### src/include/threshold_regs_params.svh
`ifndef THRESHOLD_REGS_PARAMS_SVH
`define THRESHOLD_REGS_PARAMS_SVH
`define OFS_UPPER_HI      8'h8c
`define OFS_UPPER_LO      8'h8d
`define OFS_FLAGS         8'h8e
`define OFS_MOD_TIMING    8'h8f
`define OFS_AMB_IR        8'h90
`define BIT_PROX_DONE     3
`define BIT_LIGHT_DONE    2
`define BIT_BELOW         1
`define BIT_ABOVE         0
`define MOD_DELAY_HI      7
`define MOD_DELAY_LO      5
`define MOD_FREQ_HI       4
`define MOD_FREQ_LO       3
`define MOD_DEAD_HI       2
`define MOD_DEAD_LO       0
`define RST_MOD_TIMING    8'h01
`define RST_UPPER         16'h0000
`define RST_FLAGS         4'h0
`endif

### src/include/threshold_regs_pkg.sv
package threshold_regs_pkg;
  typedef struct packed {
    logic       wr;
    logic       rd;
    logic [7:0] addr;
    logic [7:0] wdata;
  } reg_req_s;
  typedef struct packed {
    logic [2:0] delay;
    logic [1:0] freq;
    logic [2:0] dead;
  } mod_timing_s;
endpackage

### src/rtl/sensor_threshold_irq_regs.sv
// Operation
// upper limit as two RW bytes 8Ch/8Dh
// status register at 8Eh reports events
// below lower limit sets below flag
// above upper limit sets above flag
// flags latch until cleared
// writing one clears flag; zero ignored
// interrupt low while any flag set
// modulator timing register at 8Fh RW
// timing resets to delay0 dead1 freq0
// host programs timing value 1
// host never uses 90h register
// timing fields: delay, frequency, dead time
// status bit layout, upper bits zero
// source select: proximity or ambient
// persistence 1 to 128 consecutive measurements
`timescale 1ns/1ps
`include "threshold_regs_params.svh"
module sensor_threshold_irq_regs #(
  parameter int DW = 16
) (
  // clock and reset
  input  wire logic                            mclk,
  input  wire logic                            rst,
  // register access from the serial front end
  input  threshold_regs_pkg::reg_req_s         req,
  output logic [7:0]                           rdata,
  // measurement engines
  input  wire logic                            prox_done,
  input  wire logic [DW-1:0]                   prox_result,
  input  wire logic                            light_done,
  input  wire logic [DW-1:0]                   light_result,
  // interrupt control held elsewhere in the map
  input  wire logic [DW-1:0]                   lower_limit,
  input  wire logic                            limit_irq_en,
  input  wire logic                            limit_source_select,
  input  wire logic [2:0]                      persist_code,
  input  wire logic                            prox_irq_en,
  input  wire logic                            light_irq_en,
  // outputs
  output logic [DW-1:0]                        upper_limit,
  output threshold_regs_pkg::mod_timing_s      mod_timing,
  output logic                                 int_n
);
  localparam int                   FW        = 4;
  localparam int                   CW        = 8;
  localparam logic [FW-1:0]        FLAGS_RST = `RST_FLAGS;

  // limit comparison and persistence
  logic [DW-1:0]                   sample;
  logic                            sample_vld;
  logic [CW-1:0]                   persist_need;
  logic                            is_above;
  logic                            is_below;
  logic                            hit_above;
  logic                            hit_below;
  logic [CW-1:0]                   above_cnt_r, above_cnt_nxt;
  logic [CW-1:0]                   below_cnt_r, below_cnt_nxt;
  // status flags and interrupt pin
  logic                            wr_flags;
  logic [FW-1:0]                   set_v;
  logic [FW-1:0]                   clr_v;
  wire  [FW-1:0]                   flags_r;
  wire  [FW-1:0]                   flags_nxt;
  logic                            int_n_r, int_n_nxt;
  // host registers
  logic [DW-1:0]                   upper_r, upper_nxt;
  threshold_regs_pkg::mod_timing_s mod_r, mod_nxt;
  logic [7:0]                      rdata_r, rdata_nxt;

  // pick the source that the limits apply to
  always_comb begin
    sample       = limit_source_select ? light_result : prox_result;
    sample_vld   = limit_source_select ? light_done : prox_done;
    persist_need = CW'(8'h01 << persist_code);
    is_above     = sample > upper_r;
    is_below     = sample < lower_limit;
  end

  // consecutive out-of-limit samples; saturating so a long run cannot wrap
  always_comb begin
    above_cnt_nxt = above_cnt_r;
    below_cnt_nxt = below_cnt_r;
    hit_above     = 1'b0;
    hit_below     = 1'b0;
    if (sample_vld) begin
      if (is_above) begin
        if (above_cnt_r != {CW{1'b1}}) begin
          above_cnt_nxt = CW'(above_cnt_r + 1'b1);
        end
      end else begin
        above_cnt_nxt = {CW{1'b0}};
      end
      if (is_below) begin
        if (below_cnt_r != {CW{1'b1}}) begin
          below_cnt_nxt = CW'(below_cnt_r + 1'b1);
        end
      end else begin
        below_cnt_nxt = {CW{1'b0}};
      end
      // the event fires once, on the sample that completes the run
      hit_above = limit_irq_en && is_above && (CW'(above_cnt_r + 1'b1) == persist_need);
      hit_below = limit_irq_en && is_below && (CW'(below_cnt_r + 1'b1) == persist_need);
    end
  end

  always_ff @(posedge mclk) begin
    if (rst) begin
      above_cnt_r <= {CW{1'b0}};
      below_cnt_r <= {CW{1'b0}};
    end else begin
      above_cnt_r <= above_cnt_nxt;
      below_cnt_r <= below_cnt_nxt;
    end
  end

  // event and clear vectors in status bit order
  always_comb begin
    wr_flags               = req.wr && (req.addr == `OFS_FLAGS);
    set_v                  = {FW{1'b0}};
    set_v[`BIT_PROX_DONE]  = prox_done && prox_irq_en;
    set_v[`BIT_LIGHT_DONE] = light_done && light_irq_en;
    set_v[`BIT_BELOW]      = hit_below;
    set_v[`BIT_ABOVE]      = hit_above;
    clr_v                  = wr_flags ? req.wdata[FW-1:0] : {FW{1'b0}};
  end

  // one set-clear-hold cell per status bit
  for (genvar gi = 0; gi < FW; gi++) begin : g_flag
    logic bit_r;
    logic bit_nxt;
    always_comb begin
      // a new event wins over a clear in the same cycle
      bit_nxt = (bit_r & ~clr_v[gi]) | set_v[gi];
    end
    always_ff @(posedge mclk) begin
      if (rst) begin
        bit_r <= FLAGS_RST[gi];
      end else begin
        bit_r <= bit_nxt;
      end
    end
    assign flags_r[gi]   = bit_r;
    assign flags_nxt[gi] = bit_nxt;
  end

  // the pin follows the flags that stand next cycle
  always_comb begin
    int_n_nxt = ~(|flags_nxt);
  end

  always_ff @(posedge mclk) begin
    if (rst) begin
      int_n_r <= 1'b1;
    end else begin
      int_n_r <= int_n_nxt;
    end
  end

  // host writes to the limit and timing bytes
  always_comb begin
    upper_nxt = upper_r;
    mod_nxt   = mod_r;
    if (req.wr) begin
      case (req.addr)
        `OFS_UPPER_HI: begin
          upper_nxt[DW-1:8] = (DW-8)'(req.wdata);
        end
        `OFS_UPPER_LO: begin
          upper_nxt[7:0] = req.wdata;
        end
        `OFS_MOD_TIMING: begin
          mod_nxt = threshold_regs_pkg::mod_timing_s'(req.wdata);
        end
        default: begin
          upper_nxt = upper_r;
        end
      endcase
    end
  end

  always_ff @(posedge mclk) begin
    if (rst) begin
      upper_r <= DW'(`RST_UPPER);
      mod_r   <= threshold_regs_pkg::mod_timing_s'(`RST_MOD_TIMING);
    end else begin
      upper_r <= upper_nxt;
      mod_r   <= mod_nxt;
    end
  end

  // reads of unmapped or reserved bytes return zero
  always_comb begin
    rdata_nxt = rdata_r;
    if (req.rd) begin
      case (req.addr)
        `OFS_UPPER_HI: begin
          rdata_nxt = 8'(upper_r[DW-1:8]);
        end
        `OFS_UPPER_LO: begin
          rdata_nxt = upper_r[7:0];
        end
        `OFS_FLAGS: begin
          rdata_nxt = {{(8-FW){1'b0}}, flags_r};
        end
        `OFS_MOD_TIMING: begin
          rdata_nxt = mod_r;
        end
        `OFS_AMB_IR: begin
          rdata_nxt = 8'h00;
        end
        default: begin
          rdata_nxt = 8'h00;
        end
      endcase
    end
  end

  always_ff @(posedge mclk) begin
    if (rst) begin
      rdata_r <= 8'h00;
    end else begin
      rdata_r <= rdata_nxt;
    end
  end

  assign rdata       = rdata_r;
  assign upper_limit = upper_r;
  assign mod_timing  = mod_r;
  assign int_n       = int_n_r;
endmodule
### config.mk
export PLATFORM = sky130hd
export DESIGN_NAME = sensor_threshold_irq_regs
export DESIGN_NICKNAME = d
export VERILOG_FILES = /design/src/include/threshold_regs_pkg.sv /design/src/rtl/sensor_threshold_irq_regs.sv
export VERILOG_INCLUDE_DIRS = /design/src /design/src/include
export SDC_FILE = /design/constraint.sdc
export NUM_CORES = 1
export LEC_CHECK = 0
export BUFFER_PORTS_ARGS = -buffer_cell sky130_fd_sc_hd__buf_2
export CAP_MARGIN = 20
export CORE_MARGIN = 8
export CORE_UTILIZATION = 53
export DETAILED_ROUTE_END_ITERATION = 8
export MAX_ROUTING_LAYER = met4
export PLACE_DENSITY = 0.81
export SYNTH_ARGS = -nofsm -noshare
export SYNTH_HDL_FRONTEND = slang
export SYNTH_SLANG_ARGS = --single-unit
### constraint.sdc
create_clock -name mclk -period 3.77 [get_ports mclk]
set_clock_uncertainty 0.05 [all_clocks]
set_input_delay 0.1885 -clock mclk [delete_from_list [all_inputs] [get_ports mclk]]
set_output_delay 0.1885 -clock mclk [all_outputs]
set_load 0.01 [all_outputs]
Word level (Yosys, flattened, before mapping)
Cells that the tools add are included.
W data, S select, Z words.
{"block": "word_totals", "reg_bits": 53, "inputBits": 77, "out_inout_bits": 33, "wordCells": 64}
{"block": "classes", "addsub": 2, "order_cmp": 2, "eq_ne": 10, "shifts": 1, "n_mux": 10, "bitwise": 13, "n_reduce_logical": 13}
{"op": "$eq A8 B8 Y1 const B", "n": 4}
{"op": "$mux W8", "n": 4}
{"op": "$pmux W8 S4", "n": 1}
{"op": "$add A8 B1 Y8 const B", "n": 2}
{"op": "$eq A8 B8 Y1", "n": 2}
{"op": "$gt A16 B16 Y1", "n": 1}
{"op": "$lt A16 B16 Y1", "n": 1}
{"op": "$mux W16", "n": 1}
{"op": "$ne A8 B8 Y1 const B", "n": 2}
{"op": "$reduce_and A2 Y1", "n": 5}
{"op": "$shl A1 B3 Y8 const A", "n": 1}
{"op": "$logic_and A1 B1 Y1", "n": 7}
{"op": "$not A1 Y1", "n": 5}
{"op": "$and A1 B1 Y1", "n": 4}
{"op": "$mux W4", "n": 1}
{"op": "$ne A2 B1 Y1 const B", "n": 2}
{"op": "$or A1 B1 Y1", "n": 4}
{"op": "$reduce_or A4 Y1", "n": 1}
{"op": "$mux W1", "n": 3}

Logic depth before layout (Yosys ltp)
Gate-level depths: netlist (run 1).
{"block": "depth", "depth_word": 8, "mapped_depth": 11, "depth_no_buf": 9}

Least setup slack after synthesis (run 1)
Ideal clock, no wire load.
{"block": "synth_path", "path_type": "input to register", "start": "input limit_source_select", "end": "register below_cnt_r[0]", "setup_time_ns": 0.088, "arrival_time_ns": 2.874, "required_time_ns": 3.632, "path_slack_ns": 0.758, "stages": 11, "n_path_buf": 2, "cell_sequence": "buf_6 -> clkbuf_1 -> mux2_2 -> ha_1 -> and4_1 -> a221oi_2 -> o211ai_2 -> a221oi_4 -> nor3b_4 -> nor2_2 -> a311oi_2"}
{"block": "synth_via", "elab_chain_len": 4, "word_cells_on_any_way": 6, "cone_classes": "order compare (1); eq/ne (1); mux (3); reduce/logical (1)"}
{"item": "start, declared", "line_no": "sensor_threshold_irq_regs.sv:36", "rtl": "input wire logic limit_source_select,"}
{"item": "$mux W16", "line_no": "sensor_threshold_irq_regs.sv:73", "rtl": "sample = limit_source_select ? light_result : prox_result;"}
{"item": "$lt A16 B16 Y1", "line_no": "sensor_threshold_irq_regs.sv:77", "rtl": "is_below = sample < lower_limit;"}
{"item": "$ne A2 B1 Y1 (no source line)"}
{"item": "$reduce_and A2 Y1 (no source line)"}
{"item": "end signal, assigned", "line_no": "sensor_threshold_irq_regs.sv:110", "rtl": "below_cnt_r <= {CW{1'b0}};"}
{"item": "end signal, assigned", "line_no": "sensor_threshold_irq_regs.sv:113", "rtl": "below_cnt_r <= below_cnt_nxt;"}
{"item": "end, declared", "line_no": "sensor_threshold_irq_regs.sv:58", "rtl": "logic [CW-1:0] below_cnt_r, below_cnt_nxt;"}
Parallel ways exist; a longest one is shown, timed or not.
A chain may end at the register's enable or synchronous reset.

Worst setup path after layout (run 1)
Ends and elaborated chain as after synthesis.

==> impl_metrics.json, run 1 <==
{
  "outcome": "completed",
  "maxCapViolations": 0,
  "cp-start-kind": "input port",
  "slowest_stage": "mux2_2",
  "port_buffers": 109,
  "hold_violations": 0,
  "cts_buffer_depth": 2,
  "layout_min_cycle_time_ps": 2760,
  "drv_slew": 0,
  "synth_top_area_cell": "dfxtp_1",
  "grt_pass1_wl_um": 17400,
  "die_w_um": 101,
  "worstPathArrival_ps": 2950,
  "synth.distinct_cells": 56,
  "avgSynthCellArea_sq_um": 8.36,
  "fillers": 634,
  "syn2layout_area_growth_pct": 18.7,
  "initial_core_util_pct": 53.4,
  "drc_errors": 0,
  "grt_max_degree": 30,
  "ant_nets": 0,
  "yosys_warnings": 0,
  "antenna_found_initial": 1,
  "synth_top_family_by_area": "simple AND/OR/NAND/NOR gates",
  "fin_setup_tns_ps": 0,
  "rows": 31,
  "min_path_type": "input port to register",
  "yosysTopAreaCellShare_pct": 28.0,
  "crit_path_max_incr_delay_ps": 410,
  "core_area_sq_mm": 0.00710,
  "track_usage_pct": 21.7,
  "worst_slew_pin_slew_ps": 611,
  "drt_first_pass_iters": 4,
  "die_y_um": 101,
  "ys_seq_area_share_pct": 28.0,
  "synthMuxAreaShare_pct": 15.5,
  "area.sequential_sq_mm": 0.00106,
  "crit_family": "compound AO/OA/AOI/OAI gates",
  "cts_tree": "done",
  "cp-end-kind": "register",
  "use_met1_pct": 23.8,
  "top_usage_layer": "met2",
  "async_flop_share_pct": 0,
  "holdBufCountCts": 0,
  "drive_above_1_share_pct": 27.4,
  "post-dp-hpwl_um": 8590,
  "grt_util_met2_pct": 39.0,
  "root_buffer": "clkbuf_8",
  "routed_wl_um": 10600,
  "slew_headroom_pct": 59.2,
  "cp_max_fo": 18,
  "synth_area_leaders": "dfxtp_1 28%, ha_1 11%, mux2i_1 7.7%, mux2_2 5.1%, nor2_1 5.0%",
  "clock_latency_ps": 310,
  "yosys.area_share.simple_pct": 19.9,
  "io_pins": 110,
  "p_per_area_mw_per_mm2": 262,
  "required_ps": 3960,
  "syn_inst": 453,
  "synth_edf_count": 0,
  "leakagePower_nw": 1.98,
  "clk_pin_slew_ps": 110,
  "final_nets": 663,
  "synth-compound-area-share_pct": 16.4,
  "path_class": "input port to register",
  "use_met3_pct": 4.01,
  "synth_flop_cell": "dfxtp_1",
  "grt_setup_unrepaired": "no",
  "wl_per_cell_um": 16.3,
  "synth_nets": 563,
  "fp.dieArea_sq_mm": 0.0101,
  "crit_chain": "buf_2 > mux2_2 > ha_1 > a211oi_1 > o21a_1 > o21ai_0 > a221oi_4 > buf_4 > nor3b_4 > nor2_2 > a311oi_2",
  "synth_area_sq_mm": 0.00379,
  "post-route-period-util_pct": 73.2,
  "peakVddDrop_mv": 0.210,
  "ys_ff_latch": 53,
  "num_vias": 3705,
  "routed_via_density": 5.67,
  "cts.repair.resized": 0,
  "drt_iter0_markers": 155,
  "synth-xor-area-share_pct": 3.47,
  "multi_input_area_sq_mm": 0.00250,
  "htreeDepth": 2,
  "setup_viol": 0,
  "cts_setup_buffers": 0,
  "utilization_pct": 63.4,
  "yosys.area_share.adder_pct": 10.9,
  "grt_pass1_vias": 3821,
  "fmax_mhz": 362,
  "gp_congestion": 0.931,
  "grt.overflow.total": 0,
  "clock-sinks": 53,
  "critPathBufInv": 2,
  "numCtsBuffers": 5
}
kinds of logic after synthesis:
group | after synthesis
adders and majority gates | 33
and+or+nand+nor | 155
AOI/OAI and AO/OA | 89
buffers and inverters | 57
DFF | 53
muxes | 51
xor gates and xnor gates | 15
state kept, by name (all words and copies together), names as in the netlist:
signal        count
below_cnt_r       8
g_flag.bit_r      4
above_cnt_r       8
upper_limit      16
mod_timing        8
int_n             1
rdata             8
worst min-delay path: cells and delay by family:
kind / cells / cell delay [ps]
mux: 1 / 70
simple gates: 1 / 70
buf+inv: 1 / 110
final cells by class:
cell class,instances,area share [%]
diodes,1,0.0556
repair buffers,112,12.6
clock inverters,3,0.584
flip-flops and latches,53,23.6
multi-input cells,343,55.7
well taps,99,2.75
clock buffers,5,1.53
inverters,38,3.17
cell usage after synthesis (2+ instances only):
cell / number
a211oi_1: 4
a21boi_0: 2
a21o_1: 3
a21oi_1: 27
a22o_1: 4
a22oi_1: 3
a31oi_1: 5
a41oi_1: 2
and2_1: 2
and3_1: 7
clkbuf_1: 16
dfxtp_1: 53
ha_1: 33
inv_1: 38
mux2_2: 17
mux2i_1: 29
mux4_2: 4
nand2_1: 34
nand2b_1: 2
nand3_1: 15
nand3b_1: 3
nand4_1: 8
nor2_1: 50
nor2_2: 3
nor2b_1: 10
nor3_1: 9
nor4_1: 4
o211ai_1: 2
o21a_1: 4
o21ai_0: 13
o22ai_1: 3
o32ai_1: 6
or3_1: 2
xnor2_1: 11
xor2_1: 4
power by group:
part	switching, W	total (W)	internal [W]
clock network	0.000208	0.000343	0.000136
registers	0.00000769	0.000575	0.000567
logic	0.000141	0.000263	0.000122
total	0.000356	0.00118	0.000824
stage by stage:
| stage | worst slack, ps | std cells | power [W] | hold slack (ps) | instance area [sq um] |
|---|---|---|---|---|---|
| detailed placement | 658 | 644 | 0.000847 | 411 | 4390 |
| global route | 817 | 654 | 0.00124 | 103 | 4500 |
| global placement | 777 | 644 | 0.000837 | 407 | 4390 |
| CTS | 1000 | 652 | 0.00118 | 85.8 | 4490 |
| finish | 1010 | 654 | 0.00118 | 92.3 | 4500 |
| floorplan | 758 | 453 | 0.000758 | 267 | 3790 |
routing by layer:
metal	share of wire, %	vias up
li1	-	1827
met5	0	-
met4	2.0	0
met3	6.4	16
met1	40	1747
met2	51	115
cell usage in the layout, fill, tap and decap left out, types with 13 or more instances in the layout:
cell,netlist,layout
buf_2,0,109
mux2i_1,29,29
inv_1,38,38
a21oi_1,27,27
nor2_1,50,50
ha_1,33,33
nand2_1,34,34
nand3_1,15,15
mux2_2,17,17
o21ai_0,13,13
dfxtp_1,53,53
final timing paths:
kind / start / end / slack (ps) / cells past startpoint
worst max-delay path: limit_source_select / below_cnt_r[0] / 1010 / 11
worst min-delay path: req[7] / mod_timing[7] / 90 / 3
worst max register to register: below_cnt_r[0] / int_n / 1340 / 7
worst min register to register: above_cnt_r[1] / above_cnt_r[1] / 460 / 2
No activity file was read; power rests on OpenSTA's default activity.
==> run 2, diff against run 1 <==
- ABC_AREA: unset -> 1
- clock period: 3.77 -> 2.6 ns (I/O delays scaled with it)
==> run 2 against run 1 <==
Effect of this change:
- final cell count increased by 29%
- critical endpoint is now above_cnt_r[0]
- total power increased by 56%
- largest cell class unchanged
- sequential power increased by 51%
==> impl_metrics.json, run 2 <==
{
  "outcome": "completed",
  "root_buffer": "clkbuf_8",
  "die_w_um": 103,
  "yosysTopAreaCellShare_pct": 26.6,
  "synth.distinct_cells": 37,
  "synth_flop_cell": "dfxtp_1",
  "routed_wl_um": 11900,
  "p_per_area_mw_per_mm2": 392,
  "maxCapViolations": 0,
  "drv_slew": 0,
  "io_pins": 110,
  "final_cell_mix": "178 x nand2_1, 109 x buf_2, 98 x inv_1",
  "crit_family": "simple AND/OR/NAND/NOR gates",
  "grt_setup_unrepaired": "no",
  "drive_above_1_share_pct": 20.2,
  "antenna_found_initial": 0,
  "power.total_w": 0.00184,
  "die_y_um": 103,
  "htreeDepth": 2,
  "hold_violations": 0,
  "gp_congestion": 0.918,
  "yosysMostFrequentCell": "nand2_1",
  "initial_core_util_pct": 54.9,
  "avgSynthCellArea_sq_um": 6.23,
  "r2r_start": "upper_limit[3]",
  "r2r_cells": 15,
  "ant_nets": 0,
  "synth_area_sq_mm": 0.00399,
  "worst_slew_pin_slew_ps": 588,
  "syn_inst": 640,
  "slew_headroom_pct": 60.4,
  "multi_input_area_sq_mm": 0.00246,
  "final_nets": 855,
  "path_class": "register to register",
  "final_common_cell": "nand2_1",
  "area.sequential_sq_mm": 0.00106,
  "cp-start-kind": "register",
  "post-dp-hpwl_um": 9820,
  "core_area_sq_mm": 0.00725,
  "fillers": 734,
  "critPathBufInv": 3,
  "yosys_warnings": 0,
  "fin_setup_tns_ps": 0,
  "crit_path_start": "upper_limit[3]",
  "wl_per_cell_um": 14.1,
  "drt_first_pass_iters": 4,
  "clk_pin_slew_ps": 100,
  "synth_common_cells": "178 x nand2_1, 98 x inv_1, 62 x nor2_1, 54 x a21oi_1, 53 x dfxtp_1",
  "worstPathArrival_ps": 2330,
  "synth_edf_count": 0,
  "largest_register_ffs": 16,
  "crit_path_frequent_cell": "nand2_1",
  "grt_pass1_vias": 4385,
  "crit_path_max_incr_delay_ps": 380,
  "grt_max_degree": 23,
  "layout_min_cycle_time_ps": 2170,
  "grt_pass1_wl_um": 19400,
  "crit_chain": "inv_1 > ha_1 > nand2_1 > inv_1 > nand2_1 > nand2_1 > nand2_1 > nand2_1 > nand2_1 > a21oi_2 > nand2_2 > nand2_4 > inv_4 > o21ai_1 > nor2_1",
  "leakagePower_nw": 2.51,
  "cts_tree": "done",
  "cp-end-kind": "register",
  "clock-sinks": 53,
  "reg2reg_slack_ps": 430,
  "cts.repair.resized": 0,
  "required_ps": 2760,
  "synth_top_area_cell": "dfxtp_1",
  "cts_buffer_depth": 2,
  "grt.overflow.total": 0,
  "synth_area_leaders": "dfxtp_1 27%, nand2_1 17%, ha_1 10%, inv_1 9.2%, a21oi_1 6.8%",
  "setup_viol": 0,
  "async_flop_share_pct": 0,
  "ys_ff_latch": 53,
  "track_usage_pct": 23.3,
  "n_antenna_cell": 0,
  "syn2layout_area_growth_pct": 17.8,
  "cp_num_cells": 15,
  "r2r_end": "above_cnt_r[0]",
  "synth_nets": 750,
  "post-route-period-util_pct": 83.3,
  "fmax_mhz": 462,
  "cts_setup_buffers": 0,
  "holdBufCountCts": 0,
  "drt_iter0_markers": 192,
  "peakVddDrop_mv": 0.291,
  "crit_end": "above_cnt_r[0]",
  "numCtsBuffers": 5,
  "ys_seq_area_share_pct": 26.6,
  "cp_max_fo": 8,
  "port_buffers": 109,
  "fp.dieArea_sq_mm": 0.0105,
  "num_vias": 4411,
  "rows": 31,
  "clock_latency_ps": 310,
  "min_path_type": "input port to register",
  "slowest_stage": "dfxtp_1",
  "drc_errors": 0,
  "routed_via_density": 5.22
}
run 2: changes by cell type in the layout (fill, tap and decap cells not counted), moves of 10 or more:
cell	previous run	this run
a21oi_1	27	54
mux2i_1	29	0
nand3_1	15	44
o21ai_0	13	35
mux2_2	17	0
nand2_1	34	178
xnor2_1	11	0
inv_1	38	98
nor2b_1	10	0
nor2_1	50	62
run 2: cell type report:
| type | count | area share (%) |
|---|---|---|
| clock inverter | 3 | 0.453 |
| inverter | 105 | 8.61 |
| multi-input combinational | 470 | 52.5 |
| sequential | 53 | 22.6 |
| tap | 99 | 2.64 |
| timing repair buffer | 110 | 11.8 |
| clock buffer | 5 | 1.47 |
run 2: worst register-to-register path, cell delays in order (launching register included):
cell and delay, ps:
dfxtp_1 380, inv_1 100, ha_1 310, nand2_1 50
inv_1 60, nand2_1 60, nand2_1 70, nand2_1 50
nand2_1 50, nand2_1 70, a21oi_2 310, nand2_2 130
nand2_4 130, inv_4 70, o21ai_1 120, nor2_1 50
run 2: worst min path at each step:
stage / endpoint / slack, ps / from / cells after the start
3_5_place_dp: g_flag[2].bit_r / 340 / light_irq_en / 3
5_1_grt: g_flag[3].bit_r / 40 / prox_irq_en / 3
6_report: g_flag[2].bit_r / 7 / light_irq_en / 3
4_1_cts: g_flag[2].bit_r / 8 / light_irq_en / 3
2_1_floorplan: mod_timing[0] / 210 / req[0] / 2
3_3_place_gp: g_flag[2].bit_r / 330 / light_irq_en / 3
run 2: per-layer routing:
| metal | up-vias | routed length [um] | track usage [%] |
|---|---|---|---|
| li1 | 2264 | - | - |
| met1 | 1985 | 4800 | 25.1 |
| met2 | 145 | 5980 | 43.5 |
| met3 | 17 | 918 | 3.51 |
| met4 | 0 | 197 | 5.98 |
| met5 | - | 0 | - |
run 2: power by group:
part           internal, W  switching, W
Sequential        0.000838     0.0000312
Combinational     0.000187      0.000293
Clock             0.000192      0.000299
Total              0.00122      0.000624
run 2: kinds of logic (layout without fill, tap and decap cells):
group / Yosys count / count (layout) / share of synthesized area, %
AND/OR/NAND/NOR: 320 / 320 / 35.4
adder cells (fa/ha/maj): 33 / 33 / 10.4
buffers and inverters: 117 / 223 / 11.6
AO/OA/AOI/OAI: 117 / 117 / 16.1
flip-flops: 53 / 53 / 26.6
run 2: through the flow:
step | hold slack, ps | setup slack, ps | instances | utilization, % | instance area, sq um
5_1_grt | 37.7 | 230 | 845 | 64.7 | 4700
2_1_floorplan | 210 | 545 | 640 | - | 3990
6_report | 6.91 | 434 | 845 | 64.7 | 4700
3_3_place_gp | 335 | 240 | 837 | 63.5 | 4610
4_1_cts | 8.04 | 460 | 845 | 64.7 | 4700
3_5_place_dp | 339 | 161 | 837 | 63.5 | 4610
==> run 3, diff against run 2 <==
- clock period: 2.6 -> 2 ns (I/O delays scaled with it)
==> run 3 against run 2 <==
Effect of this change:
- clock power increased by 32%
- hold slack is essentially flat
- fmax increased by 12%
- final area up 8.0%
- final cell count increased by 2.2%
- non-clock buffer count grew 19
- worst setup slack got worse by 370 ps
- critical path type unchanged
- highest routed layer unchanged
==> impl_metrics.json, run 3 (synthesized netlist as in run 2, its figures left out) <==
{
  "peakVddDrop_mv": 0.263,
  "grt_pass1_vias": 4343,
  "wl_per_cell_um": 14.4,
  "cp-end-kind": "register",
  "htreeDepth": 2,
  "worst_slew_pin_slew_ps": 583,
  "rows": 31,
  "gp_congestion": 0.898,
  "slew_headroom_pct": 61.0,
  "crit_path_frequent_cell": "nand2_1",
  "numCtsBuffers": 5,
  "track_usage_pct": 23.6,
  "cts_tree": "done",
  "slowest_stage": "dfxtp_2",
  "maxCapViolations": 0,
  "syn2layout_area_growth_pct": 27.3,
  "final_cell_mix": "173 x nand2_1, 108 x buf_2, 88 x inv_1",
  "drv_slew": 0,
  "fin_setup_tns_ps": 0,
  "p_per_area_mw_per_mm2": 492,
  "drc_errors": 0,
  "clk_pin_slew_ps": 110,
  "grt_setup_unrepaired": "yes",
  "grt_pass1_wl_um": 19500,
  "die_w_um": 103,
  "worstPathArrival_ps": 2100,
  "cp_max_fo": 8,
  "crit_chain": "inv_1 > ha_4 > nand2_1 > nand2_1 > nand2_1 > nand2_1 > nand2_1 > nand2_1 > nand2_2 > a21oi_4 > nand2_2 > nand2_4 > inv_6 > o21ai_1 > nor2_1",
  "initial_core_util_pct": 54.9,
  "drt_first_pass_iters": 5,
  "post-dp-hpwl_um": 10000,
  "leakagePower_nw": 2.65,
  "required_ps": 2160,
  "n_antenna_cell": 0,
  "port_buffers": 109,
  "root_buffer": "clkbuf_8",
  "ant_nets": 0,
  "io_pins": 110,
  "post-route-period-util_pct": 97.0,
  "die_y_um": 103,
  "num_vias": 4540,
  "grt_max_degree": 30,
  "drt_iter0_markers": 206,
  "antenna_found_initial": 0,
  "placed_area_sq_mm": 0.00472,
  "cts_buffer_depth": 2,
  "utilization_pct": 69.9,
  "crit_path_max_incr_delay_ps": 350,
  "drive_above_1_share_pct": 28.9,
  "area.sequential_sq_mm": 0.00108,
  "fp.dieArea_sq_mm": 0.0105,
  "setup_viol": 0,
  "multi_input_area_sq_mm": 0.00265,
  "clock_latency_ps": 300,
  "routed_via_density": 5.25,
  "grt.overflow.total": 0,
  "final_common_cell": "nand2_1",
  "power.total_w": 0.00249,
  "fillers": 627,
  "fmax_mhz": 516,
  "layout_min_cycle_time_ps": 1940,
  "core_area_sq_mm": 0.00725,
  "cp-start-kind": "register",
  "clock-sinks": 53,
  "path_class": "register to register",
  "largest_register_ffs": 16,
  "routed_wl_um": 12500,
  "min_path_type": "input port to register",
  "hold_violations": 0,
  "finalInstanceArea_sq_mm": 0.00507,
  "final_nets": 874,
  "outcome": "completed"
}
-- run 3: cell types whose count changed in the layout (fill, tap and decap cells not counted), moves of 9 or more --
cell     previous run  this run
ha_1               33        22
ha_4                0         9
dfxtp_2             0        15
inv_2               3        12
inv_1              98        88
dfxtp_1            53        37
buf_4               1        20
-- run 3: worst max-delay path, delay by kind of cell, from the launching register on --
family	cells	cell delay, ps
compound gates	2	280
buf+inv	2	150
simple gates	10	770
fa+ha+maj	1	270
flops	1	350
-- run 3: final timing paths --
check / from / end / slack, ps / depth (start not counted)
hold / removal: light_irq_en / g_flag[2].bit_r / 7 / 3
hold reg to reg: rdata[4] / rdata[4] / 420 / 2
setup / recovery: upper_limit[1] / above_cnt_r[2] / 60 / 15
setup reg to reg: upper_limit[1] / above_cnt_r[2] / 60 / 15
-- run 3: final cells by class --
| cell class | instances | share of cell area, % |
|---|---|---|
| Timing Repair Buffer | 129 | 14.0 |
| Inverter | 105 | 8.07 |
| Clock inverter | 3 | 0.493 |
| Tap cell | 99 | 2.44 |
| Multi-Input combinational cell | 470 | 52.3 |
| Sequential cell | 53 | 21.4 |
| Clock buffer | 5 | 1.36 |
-- run 3: through the flow --
step                worst slack (ps)  std cells  hold WS, ps
floorplan                       20.8        640          180
global placement                -174        850          317
detailed placement              -267        850          325
CTS                             3.26        859        0.959
global route                   -97.3        864         15.1
finish                          60.7        864         6.94
-- run 3: power breakdown --
part	leakage (nW)	switching [W]	internal, W	total [W]
sequential	0.439	0.0000380	0.00109	0.00113
clock	0.0452	0.000393	0.000257	0.000649
combinational	2.16	0.000420	0.000296	0.000716
total	2.65	0.000851	0.00164	0.00249
-- run 3: what timing repair did --
item	4_1_cts	5_1_grt
resized for setup	4	58
setup buffers	1	5
endpoints found under the setup margin	5	17
hold buffers	0	0
pin swaps	3	10
-- run 3: routing by layer --
| metal | up-vias | track usage, % | wire [um] |
|---|---|---|---|
| li1 | 2308 | - | - |
| met1 | 2032 | 25.8 | 4930 |
| met2 | 172 | 43.0 | 6260 |
| met3 | 28 | 4.32 | 977 |
| met4 | 0 | 5.98 | 303 |
| met5 | - | - | 0 |
